`src/common/clk_cfg_pkg.sv`:
```
// constants and types shared by the clock output configuration bank
package clk_cfg_pkg;
    //------------------------------------------------------------------
    // serial link
    //------------------------------------------------------------------
    localparam logic [6:0] DEV_ADDR       = 7'h69;   // write address 0xd2
    localparam logic       DIR_WRITE      = 1'b0;
    localparam logic [7:0] CMD_CODE       = 8'h00;
    localparam int         BYTE_BITS      = 8;
    localparam logic [2:0] BIT_LAST       = 3'h7;
    localparam logic [5:0] MAX_DATA_BYTES = 6'h20;
    //------------------------------------------------------------------
    // configuration bytes
    //------------------------------------------------------------------
    localparam logic [5:0] IDX_MISC       = 6'h00;
    localparam logic [5:0] IDX_MEM        = 6'h01;
    localparam logic [5:0] IDX_PCI        = 6'h02;
    localparam int         BIT_SPREAD     = 3;
    localparam int         BIT_DOT        = 2;
    localparam int         BIT_USB        = 1;
    localparam int         BIT_DBGCPU     = 0;
    localparam logic [7:0] MISC_MASK      = 8'h0f;   // bits 7..4 reserved
    localparam logic [7:0] PCI_MASK       = 8'hfe;   // bit 0 reserved
    // power-on value: all outputs enabled, spread off
    localparam logic [7:0] MISC_RESET     = 8'h07;
    localparam logic [7:0] MEM_RESET      = 8'hff;
    localparam logic [7:0] PCI_RESET      = 8'hfe;
    // spread deviation in tenths of a percent, downward
    localparam int         SPREAD_DEV_PERMILLE = -5;
    //------------------------------------------------------------------
    // receiver states
    //------------------------------------------------------------------
    typedef enum logic [2:0] {
        ST_IDLE, ST_ADDR, ST_ADDR_ACK, ST_BYTE, ST_BYTE_ACK, ST_IGNORE
    } rx_state_t;
    typedef enum logic [1:0] {
        PH_CMD, PH_COUNT, PH_DATA
    } phase_t;
endpackage

```
`src/common/clk_gate_if.sv`:
```
// enables and clocks passed to the output gating module
`timescale 1ns/10ps
interface clk_gate_if #(parameter int N = 18);
    logic [N-1:0] enable;     // wanted enable per output
    logic [N-1:0] srcClk;     // free running source clocks
    logic [N-1:0] gatedClk;   // gated outputs
    modport ctrl (output enable, output srcClk, input gatedClk);
    modport gate (input enable, input srcClk, output gatedClk);
endinterface

```
`src/logic/clk_out_gate.sv`:
```
// glitch free gating of each output clock
`timescale 1ns/10ps
module clk_out_gate
    import clk_cfg_pkg::*;
#(
    parameter int N = 18
) (
    input  wire logic  mclk,
    input  wire logic  rst_b,
    clk_gate_if.gate   gif
);

    logic [N-1:0] enLive_ff;

    //------------------------------------------------------------------
    // per output gate
    //------------------------------------------------------------------
    genvar g;
    generate
        for (g = 0; g < N; g++) begin : gen_gate
            // enable changes only while the source is low
            always_ff @(posedge mclk or negedge rst_b) begin
                if (!rst_b) begin
                    enLive_ff[g] <= 1'b0;
                end else if (!gif.srcClk[g]) begin
                    enLive_ff[g] <= gif.enable[g];
                end
            end
            // disabled output is driven low, never left floating
            assign gif.gatedClk[g] = gif.srcClk[g] & enLive_ff[g];
        end
    endgenerate
endmodule // clk_out_gate

```
`src/logic/clock_output_config_bank.sv`:
```
// serial write-only configuration bank steering the output clock enables
// Notes on behaviour
// bits are taken msb first and bytes fill upward from byte 0.
// the host writes zero into every reserved or unused bit.
// the host clears every initialise-to-zero bit when setting up.
// only bytes 0 to 2 act; bytes 3 to 7 are reserved and sent as zero.
// byte 0 bit 2 enables the dot clock, bit 1 usb, bit 0 debug cpu.
// byte 0 bit 3 turns spread spectrum on when set.
// with spread on the frequency is pulled down by half a percent.
// byte 1 bits 7..0 enable memory clocks 7..0.
// byte 2 bits 7..1 enable pci clocks 7..1, bit 0 reserved.
// a disabled output stops and is driven low.
// the host programs the enables once near power-on.
// only block writes to the device write address are answered.
// a zero command byte and a byte count precede the data, acked only.
// the byte count is 1 to 32 and matches the data bytes sent.
// only block writes, sequential from byte 0, may stop after any byte.
// a byte takes effect only after all eight bits and its ack.
// enables change only while the output is low.
`timescale 1ns/10ps
module clock_output_config_bank
    import clk_cfg_pkg::*;
#(
    parameter int N_MEM = 8,
    parameter int N_PCI = 7
) (
    input  wire logic             mclk,
    input  wire logic             rst_b,
    input  wire logic             sclkIn,
    input  wire logic             sdataIn,
    output      logic             sdataOut,
    output      logic             sdataOe_b,
    input  wire logic             dotClkSrc,
    input  wire logic             usbClkSrc,
    input  wire logic             debug_port_cpu_clock_src,
    input  wire logic [N_MEM-1:0] memClkSrc,
    input  wire logic [N_PCI-1:0] pciClkSrc,
    output      logic             dotClk,
    output      logic             usbClk,
    output      logic             debug_port_cpu_clock,
    output      logic [N_MEM-1:0] memClk,
    output      logic [N_PCI-1:0] pciClk,
    output      logic             spreadEnable
);
    localparam int NOUT = 3 + N_MEM + N_PCI;

    //------------------------------------------------------------------
    // pin synchronisers
    //------------------------------------------------------------------
    logic [1:0] sclkSync_ff;
    logic [1:0] sdaSync_ff;
    logic       sclkDly_ff;
    logic       sdaDly_ff;

    // two stages, then a delayed copy for edge finding
    always_ff @(posedge mclk or negedge rst_b) begin
        if (!rst_b) begin
            sclkSync_ff <= 2'h3;
            sdaSync_ff  <= 2'h3;
            sclkDly_ff  <= 1'b1;
            sdaDly_ff   <= 1'b1;
        end else begin
            sclkSync_ff <= {sclkSync_ff[0], sclkIn};
            sdaSync_ff  <= {sdaSync_ff[0], sdataIn};
            sclkDly_ff  <= sclkSync_ff[1];
            sdaDly_ff   <= sdaSync_ff[1];
        end
    end

    wire sclk     = sclkSync_ff[1];
    wire sda      = sdaSync_ff[1];
    wire sclkRise = sclk & ~sclkDly_ff;
    wire sclkFall = ~sclk & sclkDly_ff;
    wire startCnd = sclk & sclkDly_ff & sdaDly_ff & ~sda;
    wire stopCnd  = sclk & sclkDly_ff & ~sdaDly_ff & sda;

    //------------------------------------------------------------------
    // receiver state
    //------------------------------------------------------------------
    rx_state_t  state_ff,   nxt_state;
    phase_t     phase_ff,   nxt_phase;
    logic [7:0] shift_ff,   nxt_shift;
    logic [2:0] bitCnt_ff,  nxt_bitCnt;
    logic [5:0] byteIdx_ff, nxt_byteIdx;
    logic       ackDrv_ff,  nxt_ackDrv;
    logic       commit_ff,  nxt_commit;
    logic [7:0] misc_ff, mem_ff, pci_ff;

    wire [7:0] shiftNext = {shift_ff[6:0], sda};  // msb arrives first
    wire       lastBit   = (bitCnt_ff == BIT_LAST);
    wire       addrHit   = (shiftNext[7:1] == DEV_ADDR) &&
                           (shiftNext[0] == DIR_WRITE);
    wire       inRange   = (byteIdx_ff < MAX_DATA_BYTES);

    // next state of the serial receiver
    always_comb begin
        nxt_state   = state_ff;
        nxt_phase   = phase_ff;
        nxt_shift   = shift_ff;
        nxt_bitCnt  = bitCnt_ff;
        nxt_byteIdx = byteIdx_ff;
        nxt_ackDrv  = ackDrv_ff;
        nxt_commit  = 1'b0;
        if (startCnd) begin
            nxt_state  = ST_ADDR;
            nxt_bitCnt = '0;
            nxt_ackDrv = 1'b0;
        end else if (stopCnd) begin
            nxt_state  = ST_IDLE;      // stop after any complete byte R15
            nxt_ackDrv = 1'b0;
        end else begin
            case (state_ff)
                ST_ADDR: begin
                    if (sclkRise) begin
                        nxt_shift  = shiftNext;
                        nxt_bitCnt = bitCnt_ff + 3'h1;
                        if (lastBit) begin
                            nxt_state = addrHit ? ST_ADDR_ACK
                                                : ST_IGNORE;
                        end
                    end
                end
                ST_ADDR_ACK: begin
                    if (sclkFall) begin
                        nxt_ackDrv = ~ackDrv_ff;
                        if (ackDrv_ff) begin
                            nxt_state   = ST_BYTE;
                            nxt_phase   = PH_CMD;
                            nxt_byteIdx = '0;
                        end
                    end
                end
                ST_BYTE: begin
                    if (sclkRise) begin
                        nxt_shift  = shiftNext;
                        nxt_bitCnt = bitCnt_ff + 3'h1;
                        if (lastBit) begin
                            nxt_state = ST_BYTE_ACK;
                        end
                    end
                end
                ST_BYTE_ACK: begin
                    if (sclkFall) begin
                        nxt_ackDrv = ~ackDrv_ff;
                        if (ackDrv_ff) begin
                            // ack done: the byte is complete R16
                            nxt_state = ST_BYTE;
                            case (phase_ff)
                                PH_CMD:   nxt_phase = PH_COUNT;
                                PH_COUNT: nxt_phase = PH_DATA;
                                PH_DATA: begin
                                    nxt_commit  = 1'b1;
                                    // index holds at the limit, never wraps
                                    if (inRange) begin
                                        nxt_byteIdx = byteIdx_ff + 6'h1;
                                    end
                                end
                                default:  nxt_phase = PH_CMD;
                            endcase
                        end
                    end
                end
                ST_IGNORE: nxt_state = ST_IGNORE;
                default:   nxt_state = ST_IDLE;
            endcase
        end
    end

    // receiver registers
    always_ff @(posedge mclk or negedge rst_b) begin
        if (!rst_b) begin
            state_ff   <= ST_IDLE;
            phase_ff   <= PH_CMD;
            shift_ff   <= '0;
            bitCnt_ff  <= '0;
            byteIdx_ff <= '0;
            ackDrv_ff  <= 1'b0;
            commit_ff  <= 1'b0;
        end else begin
            state_ff   <= nxt_state;
            phase_ff   <= nxt_phase;
            shift_ff   <= nxt_shift;
            bitCnt_ff  <= nxt_bitCnt;
            byteIdx_ff <= nxt_byteIdx;
            ackDrv_ff  <= nxt_ackDrv;
            commit_ff  <= nxt_commit & inRange;
        end
    end

    //------------------------------------------------------------------
    // configuration bytes
    //------------------------------------------------------------------
    wire [5:0] wrIdx  = byteIdx_ff - 6'h1;
    wire       wrMisc = commit_ff && (wrIdx == IDX_MISC);
    wire       wrMem  = commit_ff && (wrIdx == IDX_MEM);
    wire       wrPci  = commit_ff && (wrIdx == IDX_PCI);

    // bytes 3 and up are acked and dropped R4
    always_ff @(posedge mclk or negedge rst_b) begin
        if (!rst_b) begin
            misc_ff <= MISC_RESET;
            mem_ff  <= MEM_RESET;
            pci_ff  <= PCI_RESET;
        end else begin
            if (wrMisc) misc_ff <= shift_ff & MISC_MASK;
            if (wrMem)  mem_ff  <= shift_ff;
            if (wrPci)  pci_ff  <= shift_ff & PCI_MASK;
        end
    end

    // spread request; the synthesiser applies the downward deviation R7
    assign spreadEnable = misc_ff[BIT_SPREAD];

    // ack pulls the data line low; otherwise released
    assign sdataOut  = 1'b0;
    assign sdataOe_b = ~ackDrv_ff;

    //------------------------------------------------------------------
    // output gating
    //------------------------------------------------------------------
    clk_gate_if #(.N(NOUT)) gif ();

    assign gif.enable = {pci_ff[7:1], mem_ff, misc_ff[BIT_DOT],
                         misc_ff[BIT_USB], misc_ff[BIT_DBGCPU]};
    assign gif.srcClk = {pciClkSrc, memClkSrc, dotClkSrc, usbClkSrc,
                         debug_port_cpu_clock_src};

    clk_out_gate #(.N(NOUT)) u_gate (
        .mclk  (mclk),
        .rst_b (rst_b),
        .gif   (gif)
    );

    assign debug_port_cpu_clock = gif.gatedClk[0];
    assign usbClk               = gif.gatedClk[1];
    assign dotClk               = gif.gatedClk[2];
    assign memClk               = gif.gatedClk[3 +: N_MEM];
    assign pciClk               = gif.gatedClk[3 + N_MEM +: N_PCI];
endmodule // clock_output_config_bank

```
`config.mk`:
```
export PLATFORM = sky130hd
export DESIGN_NAME = clock_output_config_bank
export DESIGN_NICKNAME = d
export VERILOG_FILES = /design/src/common/clk_cfg_pkg.sv /design/src/common/clk_gate_if.sv /design/src/logic/clk_out_gate.sv /design/src/logic/clock_output_config_bank.sv
export SDC_FILE = /design/constraint.sdc
export NUM_CORES = 1
export LEC_CHECK = 0
export BUFFER_PORTS_ARGS = -buffer_cell sky130_fd_sc_hd__buf_4
export CORE_AREA = 4 4 79 88
export CTS_CLUSTER_SIZE = 8
export DETAILED_ROUTE_END_ITERATION = 12
export DIE_AREA = 0 0 83 92
export PLACE_DENSITY = 0.74
export SYNTH_ARGS = -nofsm -noshare
export SYNTH_HDL_FRONTEND = slang
export SYNTH_SLANG_ARGS = --single-unit
export TNS_END_PERCENT = 50
```
`constraint.sdc`:
```
create_clock -name mclk -period 2 [get_ports mclk]
set_input_delay 0.2 -clock mclk [delete_from_list [all_inputs] [get_ports mclk]]
set_output_delay 0.2 -clock mclk [all_outputs]
set_load 0.01 [all_outputs]
```
==> run summary, run 1 <==
clk_skew: 0.00879 ns
Avg Cell Area, Syn: 12.7 um^2
die area: 0.00764 mm^2
worst path cell trace: inv_1 > ha_4 > nor2_1 > and4_1 > o311a_4 > nand2_4 > mux2_2
worst skew pair latency: 0.34 ns
peak supply drop: 0.538 mV
vias in the first global route: 2017
Max Fclk: 528 MHz
post-layout instance area: 0.00375 mm^2
Root Driver: clkbuf_8
Slew HR: 46.3%
critical path type: flip-flop to flip-flop
crit-path max FO: 8
TritonCTS clock tree: built
status: complete, no violations
first-pass GRT wire length: 9450 um
Placed Area: 0.00349 mm^2
Die Wd: 83 um
placed insts: 361
max incr delay on CP: 0.40 ns
GR Overflow Total: 0
Hold/Removal Path Class: input pin to flip-flop
slowest CP cell: o311a_4
row cnt: 30
post-layout minimum cycle time: 1.89 ns
Final Hold Vio Count: 0
pwr dens: 961 mW/mm^2
Ports: 43
Via-to-Cell Ratio: 5.21
Yosys top cell area share: 35.4%
largest net degree at the start of global routing: 68
postcts setup bufs: 0
core area: 0.00608 mm^2
clk slew on worst S/H paths: 0.08 ns
CP required: 2.27 ns
Syn Inst Count: 239
TNS Setup: 0 ns
clk buf depth: 2
most common flop cell mapped by yosys: dfrtp_1
routed via count: 1979
antenna violations before repair: 0
number of synthesized flops with an enable pin: 0
Post-Syn Area: 0.00304 mm^2
final setup fails: 0
maxcap violations: 0
Fill cells: 506
sequential area share after synthesis: 56.1%
final count of pins violating max slew: 0
met1 Usage GRT: 19.6%
Avg WL per Cell: 13.8 um
post-synthesis register bit count: 67
nets: 324
Starting Density: 50.0%
share of flip-flops with an asynchronous set or reset: 100%
Lkg Pwr: 1.85 nW
Critical Path Start Type: flip-flop
GR peak layer: met2
final non-filler cell total: 380
Arr. time, crit path: 2.16 ns
Layout area overhead: 23.4%
GP Congestion: 0.792
Tcrit/Tclk final: 94.7%
Die Ht: 92 um
n_diodes: 0
synthesis warning total: 0
unrepaired setup endpoints after global routing: false
Crit. End Element: flip-flop
Area contributors post-synth: dfrtp_1 (35%), dfstp_2 (21%), mux2_2 (17%)
DR iter-0 viols: 93
Tot GR Track Use: 15.3%
cell taking the most area after synthesis: dfrtp_1
H-tree Lvls: 3
Post-DP HPWL: 3630 um
net count after synthesis: 268
port bufs: 41
Total Wirelength: 5250 um
CTS Sinks: 67
antenna violation net count after detailed routing: 0
worst slew pin tran: 0.806 ns
GRT met2 Usage: 23.6%
DR pass1 iterations: 4
layout cells sized above 1: 46.0%
drt drc: 0
Cell variety after synth: 44
CTS buffer count: 9
grt met3 use: 3.05%
## layer usage
layer  vias up  wire [um]
met3        11        191
met2        43       2620
met1       962       2300
met5         -          0
li1        963          -
met4         0        139
## registers in the layout (all words and copies together) (netlist names)
register	count
sdaSync_ff	2
mem_ff	8
sclkDly_ff	1
phase_ff	2
commit_ff	1
pci_ff	7
state_ff	3
sclkSync_ff	2
u_gate.enLive_ff	18
misc_ff	4
bitCnt_ff	3
sdaDly_ff	1
shift_ff	8
ackDrv_ff	1
byteIdx_ff	6
## repair_timing
item	in CTS	in global routing
endpoints found under the hold margin	45	0
endpoints found under the setup margin	0	1
gates resized for setup	0	1
hold buffers	3	0
## Yosys cell counts, types with 2 or more instances
cell and instances:
mux2_2 45, and3_1 2, nand3_1 4, mux2i_1 2, nand3b_1 2, a21oi_1 13, clkbuf_1 2, nor2_1 14
a31oi_1 2, dfstp_2 24, and2_1 18, nor3_1 2, ha_1 7, xor2_1 3, inv_1 8, and4_1 2
buf_2 2, o22ai_1 5, nand2_1 2, dfrtp_1 43, nor4_1 3, a22o_1 2, o21bai_1 2, o21ai_0 5
nand2_4 2, xnor2_1 2, nand2b_1 3, a21o_1 2
## power breakdown
part	internal, W	switching, W
registers	0.00152	0.000191
logic	0.000331	0.000313
clock network	0.000735	0.000519
## metrics by stage
step	util [%]	power, W	setup slack [ns]	hold slack (ns)
final	61.7	0.00361	0.107	0.111
after global routing	61.7	0.00382	0.00450	0.0986
after CTS	61.5	0.00365	0.0606	0.0961
after detailed placement	57.3	0.00237	0.0695	0.310
after global placement	57.3	0.00235	0.136	0.308
after floorplan	-	0.00214	0.0149	-0.0956
## final timing paths
path / startpoint / to / slack [ns] / cells after the start
max: byteIdx_ff[1] / mem_ff[4] / 0.11 / 7
min: dotClkSrc / u_gate.enLive_ff[2] / 0.11 / 2
max reg2reg: byteIdx_ff[1] / mem_ff[4] / 0.11 / 7
min reg2reg: sdaSync_ff[0] / sdaSync_ff[1] / 0.36 / 0
max in group asynchronous: rst_b / state_ff[2] / 0.99 / 2
min in group asynchronous: rst_b / u_gate.enLive_ff[8] / 0.49 / 2
## layout by cell type (no fill, tap or decap), types with 3 or more instances in the layout
cell type,Yosys,layout
nor4_1,3,3
nand2b_1,3,3
o22ai_1,5,5
o21ai_0,5,5
nand3_1,4,4
dfrtp_1,43,43
and2_1,18,18
mux2_2,45,45
buf_4,1,47
nand2_4,2,3
clkbuf_8,0,10
dlygate4sd3_1,0,3
ha_1,7,6
nor2_1,14,14
xor2_1,3,3
inv_1,8,8
a21oi_1,13,13
dfstp_2,24,24
## worst max-delay path: cells and delay by family, from the launching register on
family,cells,cell delay (ns)
multiplexers,1,0.35
AO/OA/AOI/OAI,1,0.40
AND/OR/NAND/NOR,3,0.38
buffers and inverters,1,0.14
adder cells (fa/ha/maj),1,0.18
flip-flops,1,0.38
## cells by family (layout without fill, tap and decap cells)
| kind of cell | after synthesis | after routing | synth area share [%] |
|---|---|---|---|
| AND/OR/NAND/NOR | 61 | 61 | 12.0 |
| adder cells (fa/ha/maj) | 7 | 7 | 2.88 |
| AO/OA/AOI/OAI | 37 | 37 | 7.94 |
| other | 1 | 1 | 0.123 |
| XOR/XNOR | 5 | 5 | 1.44 |
| buffers and inverters | 13 | 74 | 1.81 |
| multiplexers | 48 | 48 | 17.7 |
| flip-flops | 67 | 67 | 56.1 |
## area by class of cell
| class | count | area [um^2] | area share, % |
|---|---|---|---|
| sequential | 67 | 1710 | 45.5 |
| multi-input combinational | 159 | 1310 | 34.8 |
| timing repair buffer | 50 | 383 | 10.2 |
| clock buffer | 10 | 138 | 3.67 |
| tap | 80 | 100 | 2.67 |
| clock inverter | 6 | 88.8 | 2.37 |
| inverter | 8 | 30.0 | 0.800 |
Power figures use the tool's default switching activity.
==> run 2, diff against run 1 <==
--- a/config.mk
+++ b/config.mk
@@ -6,11 +6,11 @@
 export NUM_CORES = 1
 export LEC_CHECK = 0
 export BUFFER_PORTS_ARGS = -buffer_cell sky130_fd_sc_hd__buf_4
-export CORE_AREA = 4 4 79 88
+export CORE_AREA = 4 4 83 85
 export CTS_CLUSTER_SIZE = 8
 export DETAILED_ROUTE_END_ITERATION = 12
-export DIE_AREA = 0 0 83 92
-export PLACE_DENSITY = 0.74
+export DIE_AREA = 0 0 87 89
+export PLACE_DENSITY = 0.73
 export SYNTH_ARGS = -nofsm -noshare
 export SYNTH_HDL_FRONTEND = slang
 export SYNTH_SLANG_ARGS = --single-unit
==> run summary, run 2 (synthesis gave the netlist of run 1 again) <==
Hold EP: u_gate.enLive_ff[5]
post-layout instance area: 0.00372 mm^2 (-0.77%)
Ports: 43 (unchanged)
clk_skew: 0.00915 ns (+0.000363 ns)
Starting Density: 49.0% (-1.0 points)
Worst Reg-to-Reg Cells: 7 (unchanged)
Hold Crit Start: memClkSrc[2]
antenna violation net count after detailed routing: 0 (unchanged)
die area: 0.00774 mm^2 (+1.4%)
worst hold stages: 2 (unchanged)
Root Driver: clkbuf_8
Tot GR Track Use: 15.5% (+0.19 points)
vias in the first global route: 1998 (-0.94%)
final setup fails: 0 (unchanged)
critical path launch point: byteIdx_ff[1]
clk buf depth: 2 (unchanged)
postcts setup bufs: 0 (unchanged)
CTS buffer count: 9 (unchanged)
final non-filler cell total: 375 (-1.3%)
worst slew pin tran: 0.815 ns (+0.00884 ns)
Die Ht: 89 um (-3.3%)
core area: 0.00620 mm^2 (+2.0%)
final count of pins violating max slew: 0 (unchanged)
Crit. End Element: flip-flop
port bufs: 41 (unchanged)
layout cells sized above 1: 45.6% (-0.36 points)
part of the power in registers: 48.1% (+0.7 points)
drt drc: 0 (unchanged)
Tcrit/Tclk final: 95.5% (+0.88 points)
max reg flops: 18 (unchanged)
reg2reg end: mem_ff[7]
n_diodes: 0 (unchanged)
CTS Sinks: 67 (unchanged)
antenna violations before repair: 0 (unchanged)
met3 wire length: 276 um (+45%)
status: complete, no violations
Lkg Pwr: 1.84 nW (-0.67%)
post-layout minimum cycle time: 1.91 ns (+0.0176 ns)
clk slew on worst S/H paths: 0.07 ns (about the same)
Max Fclk: 523 MHz (-0.92%)
Most flops, register: u_gate.enLive_ff
NetSw: 0.00101 W (-1.1%)
DR iter-0 viols: 87 (-6.5%)
reg2reg start: byteIdx_ff[1]
placed insts: 356 (-1.4%)
Slew HR: 45.7% (-0.59 points)
peak supply drop: 0.596 mV (+11%)
Hold/Removal Path Class: input pin to flip-flop
Final Hold Vio Count: 0 (unchanged)
worst skew pair latency: 0.33 ns (about the same)
combinational fraction of design power: 17.1% (-0.8 points)
unrepaired setup endpoints after global routing: true
internal power: 0.00257 W (-0.55%)
nets: 322 (-0.62%)
top layer in use: met4
TritonCTS clock tree: built
Critical Path Start Type: flip-flop
switching share of power: 28.2% (-0.12 points)
Arr. time, crit path: 2.17 ns (about the same)
Via-to-Cell Ratio: 5.30 (+1.8%)
pwr dens: 962 mW/mm^2 (about the same)
DR pass1 iterations: 6 (+2)
sequential standard cell area: 0.00171 mm^2 (unchanged)
critical path type: flip-flop to flip-flop
H-tree Lvls: 3 (unchanged)
GR Overflow Total: 0 (unchanged)
crit-path max FO: 8 (unchanged)
Largest regs: u_gate.enLive_ff (18), mem_ff (8), shift_ff (8)
first-pass GRT wire length: 9200 um (-2.7%)
clock power share: 34.8% (about the same)
wire length on met1: 2390 um (+3.8%)
Placed Area: 0.00347 mm^2 (-0.54%)
maxcap violations: 0 (unchanged)
Avg WL per Cell: 14.0 um (+1.3%)
most frequent cells in the layout: mux2_2 (45), buf_4 (45), dfrtp_1 (43)
Post-DP HPWL: 3680 um (+1.5%)
area of the multi-input gates: 0.00130 mm^2 (-0.77%)
row cnt: 29 (-3.3%)
largest net degree at the start of global routing: 68 (unchanged)
GP Congestion: 0.766 (-3.2%)
Fill cells: 474 (-6.3%)
Layout area overhead: 22.5%
CP required: 2.26 ns (about the same)
Total Wirelength: 5250 um (about the same)
r2r setup slk: 0.09 ns (-0.02 ns)
Die Wd: 87 um (+4.8%)
met2 routed WL: 2510 um (-4.4%)
routed via count: 1988 (+0.45%)
run 2: cell count changes in the layout (fill, tap and decap cells not counted), sizes merged:
cell and delta:
buf -2
run 2: worst max-delay path by stage:
stage	to	slack [ns]	depth (start not counted)
2_1_floorplan	misc_ff[3]	0.01	8
3_3_place_gp	mem_ff[5]	0.14	7
3_5_place_dp	mem_ff[4]	0.09	7
4_1_cts	mem_ff[6]	0.09	7
5_1_grt	mem_ff[6]	-0.002	7
6_report	mem_ff[7]	0.09	7
run 2: routing by layer:
layer	track usage, %	vias up
li1	-	955
met1	19.5	983
met2	24.9	42
met3	5.16	8
met4	5.95	0
met5	0	-
run 2: cell type report:
class / instances / area share, %
multi-input combinational: 159 / 34.8
tap: 77 / 2.59
timing repair buffer: 48 / 9.88
sequential: 67 / 45.8
inverter: 8 / 0.806
clock buffer: 10 / 3.70
clock inverter: 6 / 2.39
run 2: timing repair:
action,CTS,global route
resized for setup,0,0
hold buffers,3,0
hold endpoints to repair,45,0
setup endpoints to repair,0,1
run 2: power groups by stage:
stage                     clock network (W)  registers [W]  logic [W]
final                               0.00125        0.00172   0.000613
after global routing                0.00134        0.00176   0.000696
after CTS                           0.00127        0.00172   0.000621
after detailed placement                  0        0.00174   0.000615
after global placement                    0        0.00174   0.000596
after floorplan                           0        0.00167   0.000475
run 2: critical path, stage by stage (launching register included):
cell and delay, ns:
dfrtp_1 0.37, inv_1 0.10, ha_2 0.23, nor2_1 0.04, and4_1 0.20, o311a_4 0.40, nand2_4 0.15, mux2_2 0.34
run 2: per-stage QoR:
step	setup slack [ns]	power, W	TNS [ns]	hold slack (ns)	utilization, %
2_1_floorplan	0.0149	0.00214	0	-0.0956	-
3_3_place_gp	0.139	0.00233	0	0.308	55.9
3_5_place_dp	0.0892	0.00236	0	0.309	55.9
4_1_cts	0.0889	0.00362	0	0.0973	60.0
5_1_grt	-0.00188	0.00379	-0.00188	0.0901	60.0
6_report	0.0891	0.00358	0	0.113	60.0
==> run 3, diff against run 2 <==
--- a/config.mk
+++ b/config.mk
@@ -10,7 +10,7 @@
 export CTS_CLUSTER_SIZE = 8
 export DETAILED_ROUTE_END_ITERATION = 12
 export DIE_AREA = 0 0 87 89
-export PLACE_DENSITY = 0.73
+export PLACE_DENSITY_LB_ADDON = 0.15
 export SYNTH_ARGS = -nofsm -noshare
 export SYNTH_HDL_FRONTEND = slang
 export SYNTH_SLANG_ARGS = --single-unit
==> run summary, run 3 (synthesis gave the netlist of run 1 again) <==
Final Hold Vio Count: 0 (unchanged)
critical path type: flip-flop to flip-flop
Avg WL per Cell: 14.3 um (+1.9%)
routed via count: 1986 (-0.10%)
Layout area overhead: 24.3%
TNS Setup: 0 ns (unchanged)
final non-filler cell total: 378 (+0.80%)
clk_skew: 0.00596 ns (-0.00319 ns)
Tot GR Track Use: 15.4% (-0.12 points)
commonest non-fill, non-tap cell in the layout: buf_4
nets: 325 (+0.93%)
Post-Place Setup Slack: 0.0771 ns (-0.0121 ns)
max reg flops: 18 (unchanged)
reg2reg start: byteIdx_ff[0]
postcts setup bufs: 0 (unchanged)
Worst Reg-to-Reg Cells: 7 (unchanged)
unrepaired setup endpoints after global routing: false
CP required: 2.26 ns (about the same)
Largest regs: u_gate.enLive_ff (18), mem_ff (8), shift_ff (8)
Starting Density: 49.0% (unchanged)
largest net degree at the start of global routing: 38 (-44%)
Tcrit/Tclk final: 93.3% (-2.2 points)
CTS Sinks: 67 (unchanged)
row cnt: 29 (unchanged)
TritonCTS clock tree: built
met1 Usage GRT: 19.9% (+0.36 points)
Arr. time, crit path: 2.13 ns (-0.04 ns)
CTS buffer count: 9 (unchanged)
Post-DP HPWL: 3830 um (+4.2%)
die area: 0.00774 mm^2 (unchanged)
clk slew on worst S/H paths: 0.07 ns (about the same)
post-route setup slack: 0.133 ns (+0.0443 ns)
Lkg Pwr: 1.85 nW (+0.56%)
status: complete, no violations
GR peak layer: met2
final setup fails: 0 (unchanged)
worst skew pair latency: 0.33 ns (about the same)
GP Congestion: 0.805 (+5.1%)
Hold/Removal Path Class: input pin to flip-flop
drt drc: 0 (unchanged)
Max Fclk: 536 MHz (+2.4%)
clk buf depth: 2 (unchanged)
H-tree Lvls: 3 (unchanged)
GRT met2 Usage: 24.0% (-0.90 points)
vias in the first global route: 1906 (-4.6%)
port bufs: 41 (unchanged)
WHS: 0.112 ns (-0.00123 ns)
GR Overflow Total: 0 (unchanged)
Most flops, register: u_gate.enLive_ff
Die Ht: 89 um (unchanged)
first-pass GRT wire length: 9080 um (-1.3%)
most frequent cells in the layout: buf_4 (47), mux2_2 (45), dfrtp_1 (43)
DR iter-0 viols: 63 (-28%)
post-layout minimum cycle time: 1.87 ns (-0.0443 ns)
Root Driver: clkbuf_8
Die Wd: 87 um (unchanged)
Hold Crit Start: memClkSrc[3]
DR pass1 iterations: 4 (-2)
worst slew pin tran: 0.512 ns (-0.303 ns)
n_diodes: 0 (unchanged)
Hold EP: u_gate.enLive_ff[6]
reg2reg end: pci_ff[4]
Via-to-Cell Ratio: 5.25 (-0.89%)
Ports: 43 (unchanged)
antenna violations before repair: 0 (unchanged)
r2r setup slk: 0.13 ns (+0.04 ns)
core area: 0.00620 mm^2 (unchanged)
peak supply drop: 0.501 mV (-16%)
maxcap violations: 0 (unchanged)
pwr dens: 958 mW/mm^2 (-0.36%)
crit-path max FO: 7 (-1)
Critical Path Start Type: flip-flop
Fill cells: 509 (+7.4%)
final design utilization: 60.9% (+0.89 points)
placed insts: 359 (+0.84%)
final count of pins violating max slew: 0 (unchanged)
Total Wirelength: 5400 um (+2.8%)
antenna violation net count after detailed routing: 0 (unchanged)
Crit. End Element: flip-flop
Slew HR: 64.9% (+19 points)
grt met3 use: 3.50% (-1.7 points)
worst hold stages: 2 (unchanged)
layout cells sized above 1: 46.5% (+0.87 points)
## run 3: area by class of cell
cell class | instances | area [um^2] | share of cell area, %
clock inverter | 4 | 72.6 | 1.92
timing repair buffer | 51 | 403 | 10.7
multi-input combinational | 159 | 1320 | 34.8
sequential | 67 | 1710 | 45.2
tap | 77 | 96.3 | 2.55
clock buffer | 12 | 155 | 4.11
inverter | 8 | 30.0 | 0.795
## run 3: layer usage
metal | vias to the layer above | part of all wire [%]
met5 | - | 0
met4 | 0 | 2.3
met3 | 10 | 3.8
met2 | 34 | 47
met1 | 975 | 47
li1 | 967 | -
## run 3: where the power goes
part           internal [W]  switching [W]
Clock              0.000769       0.000495
Combinational      0.000336       0.000319
Sequential          0.00152       0.000183
## run 3: stage by stage
step           instance area (um^2)  power [W]
3_3_place_gp                   3500    0.00236
6_report                       3780    0.00362
3_5_place_dp                   3500    0.00238
5_1_grt                        3780    0.00384
2_1_floorplan                  3060    0.00214
4_1_cts                        3760    0.00367
## run 3: how the worst max path moves through the flow
stage	start	to	slack, ns
2_1_floorplan	byteIdx_ff[0]	misc_ff[3]	0.01
3_3_place_gp	byteIdx_ff[1]	mem_ff[5]	0.13
3_5_place_dp	byteIdx_ff[1]	pci_ff[5]	0.08
4_1_cts	byteIdx_ff[1]	pci_ff[5]	0.06
5_1_grt	byteIdx_ff[0]	pci_ff[5]	0.04
6_report	byteIdx_ff[0]	pci_ff[4]	0.13
## run 3: worst max-delay path, stage by stage (launching register included)
cell     delay, ns
dfrtp_1       0.39
inv_2         0.09
ha_4          0.16
nor2_1        0.04
and4_1        0.21
o311a_4       0.41
nand2_4       0.14
mux2_2        0.35
## run 3: timing repair
| action | CTS | global route |
|---|---|---|
| hold endpoints to repair | 24 | 0 |
| gates resized for setup | 0 | 4 |
| endpoints found under the setup margin | 0 | 16 |
| hold buffers | 3 | 0 |
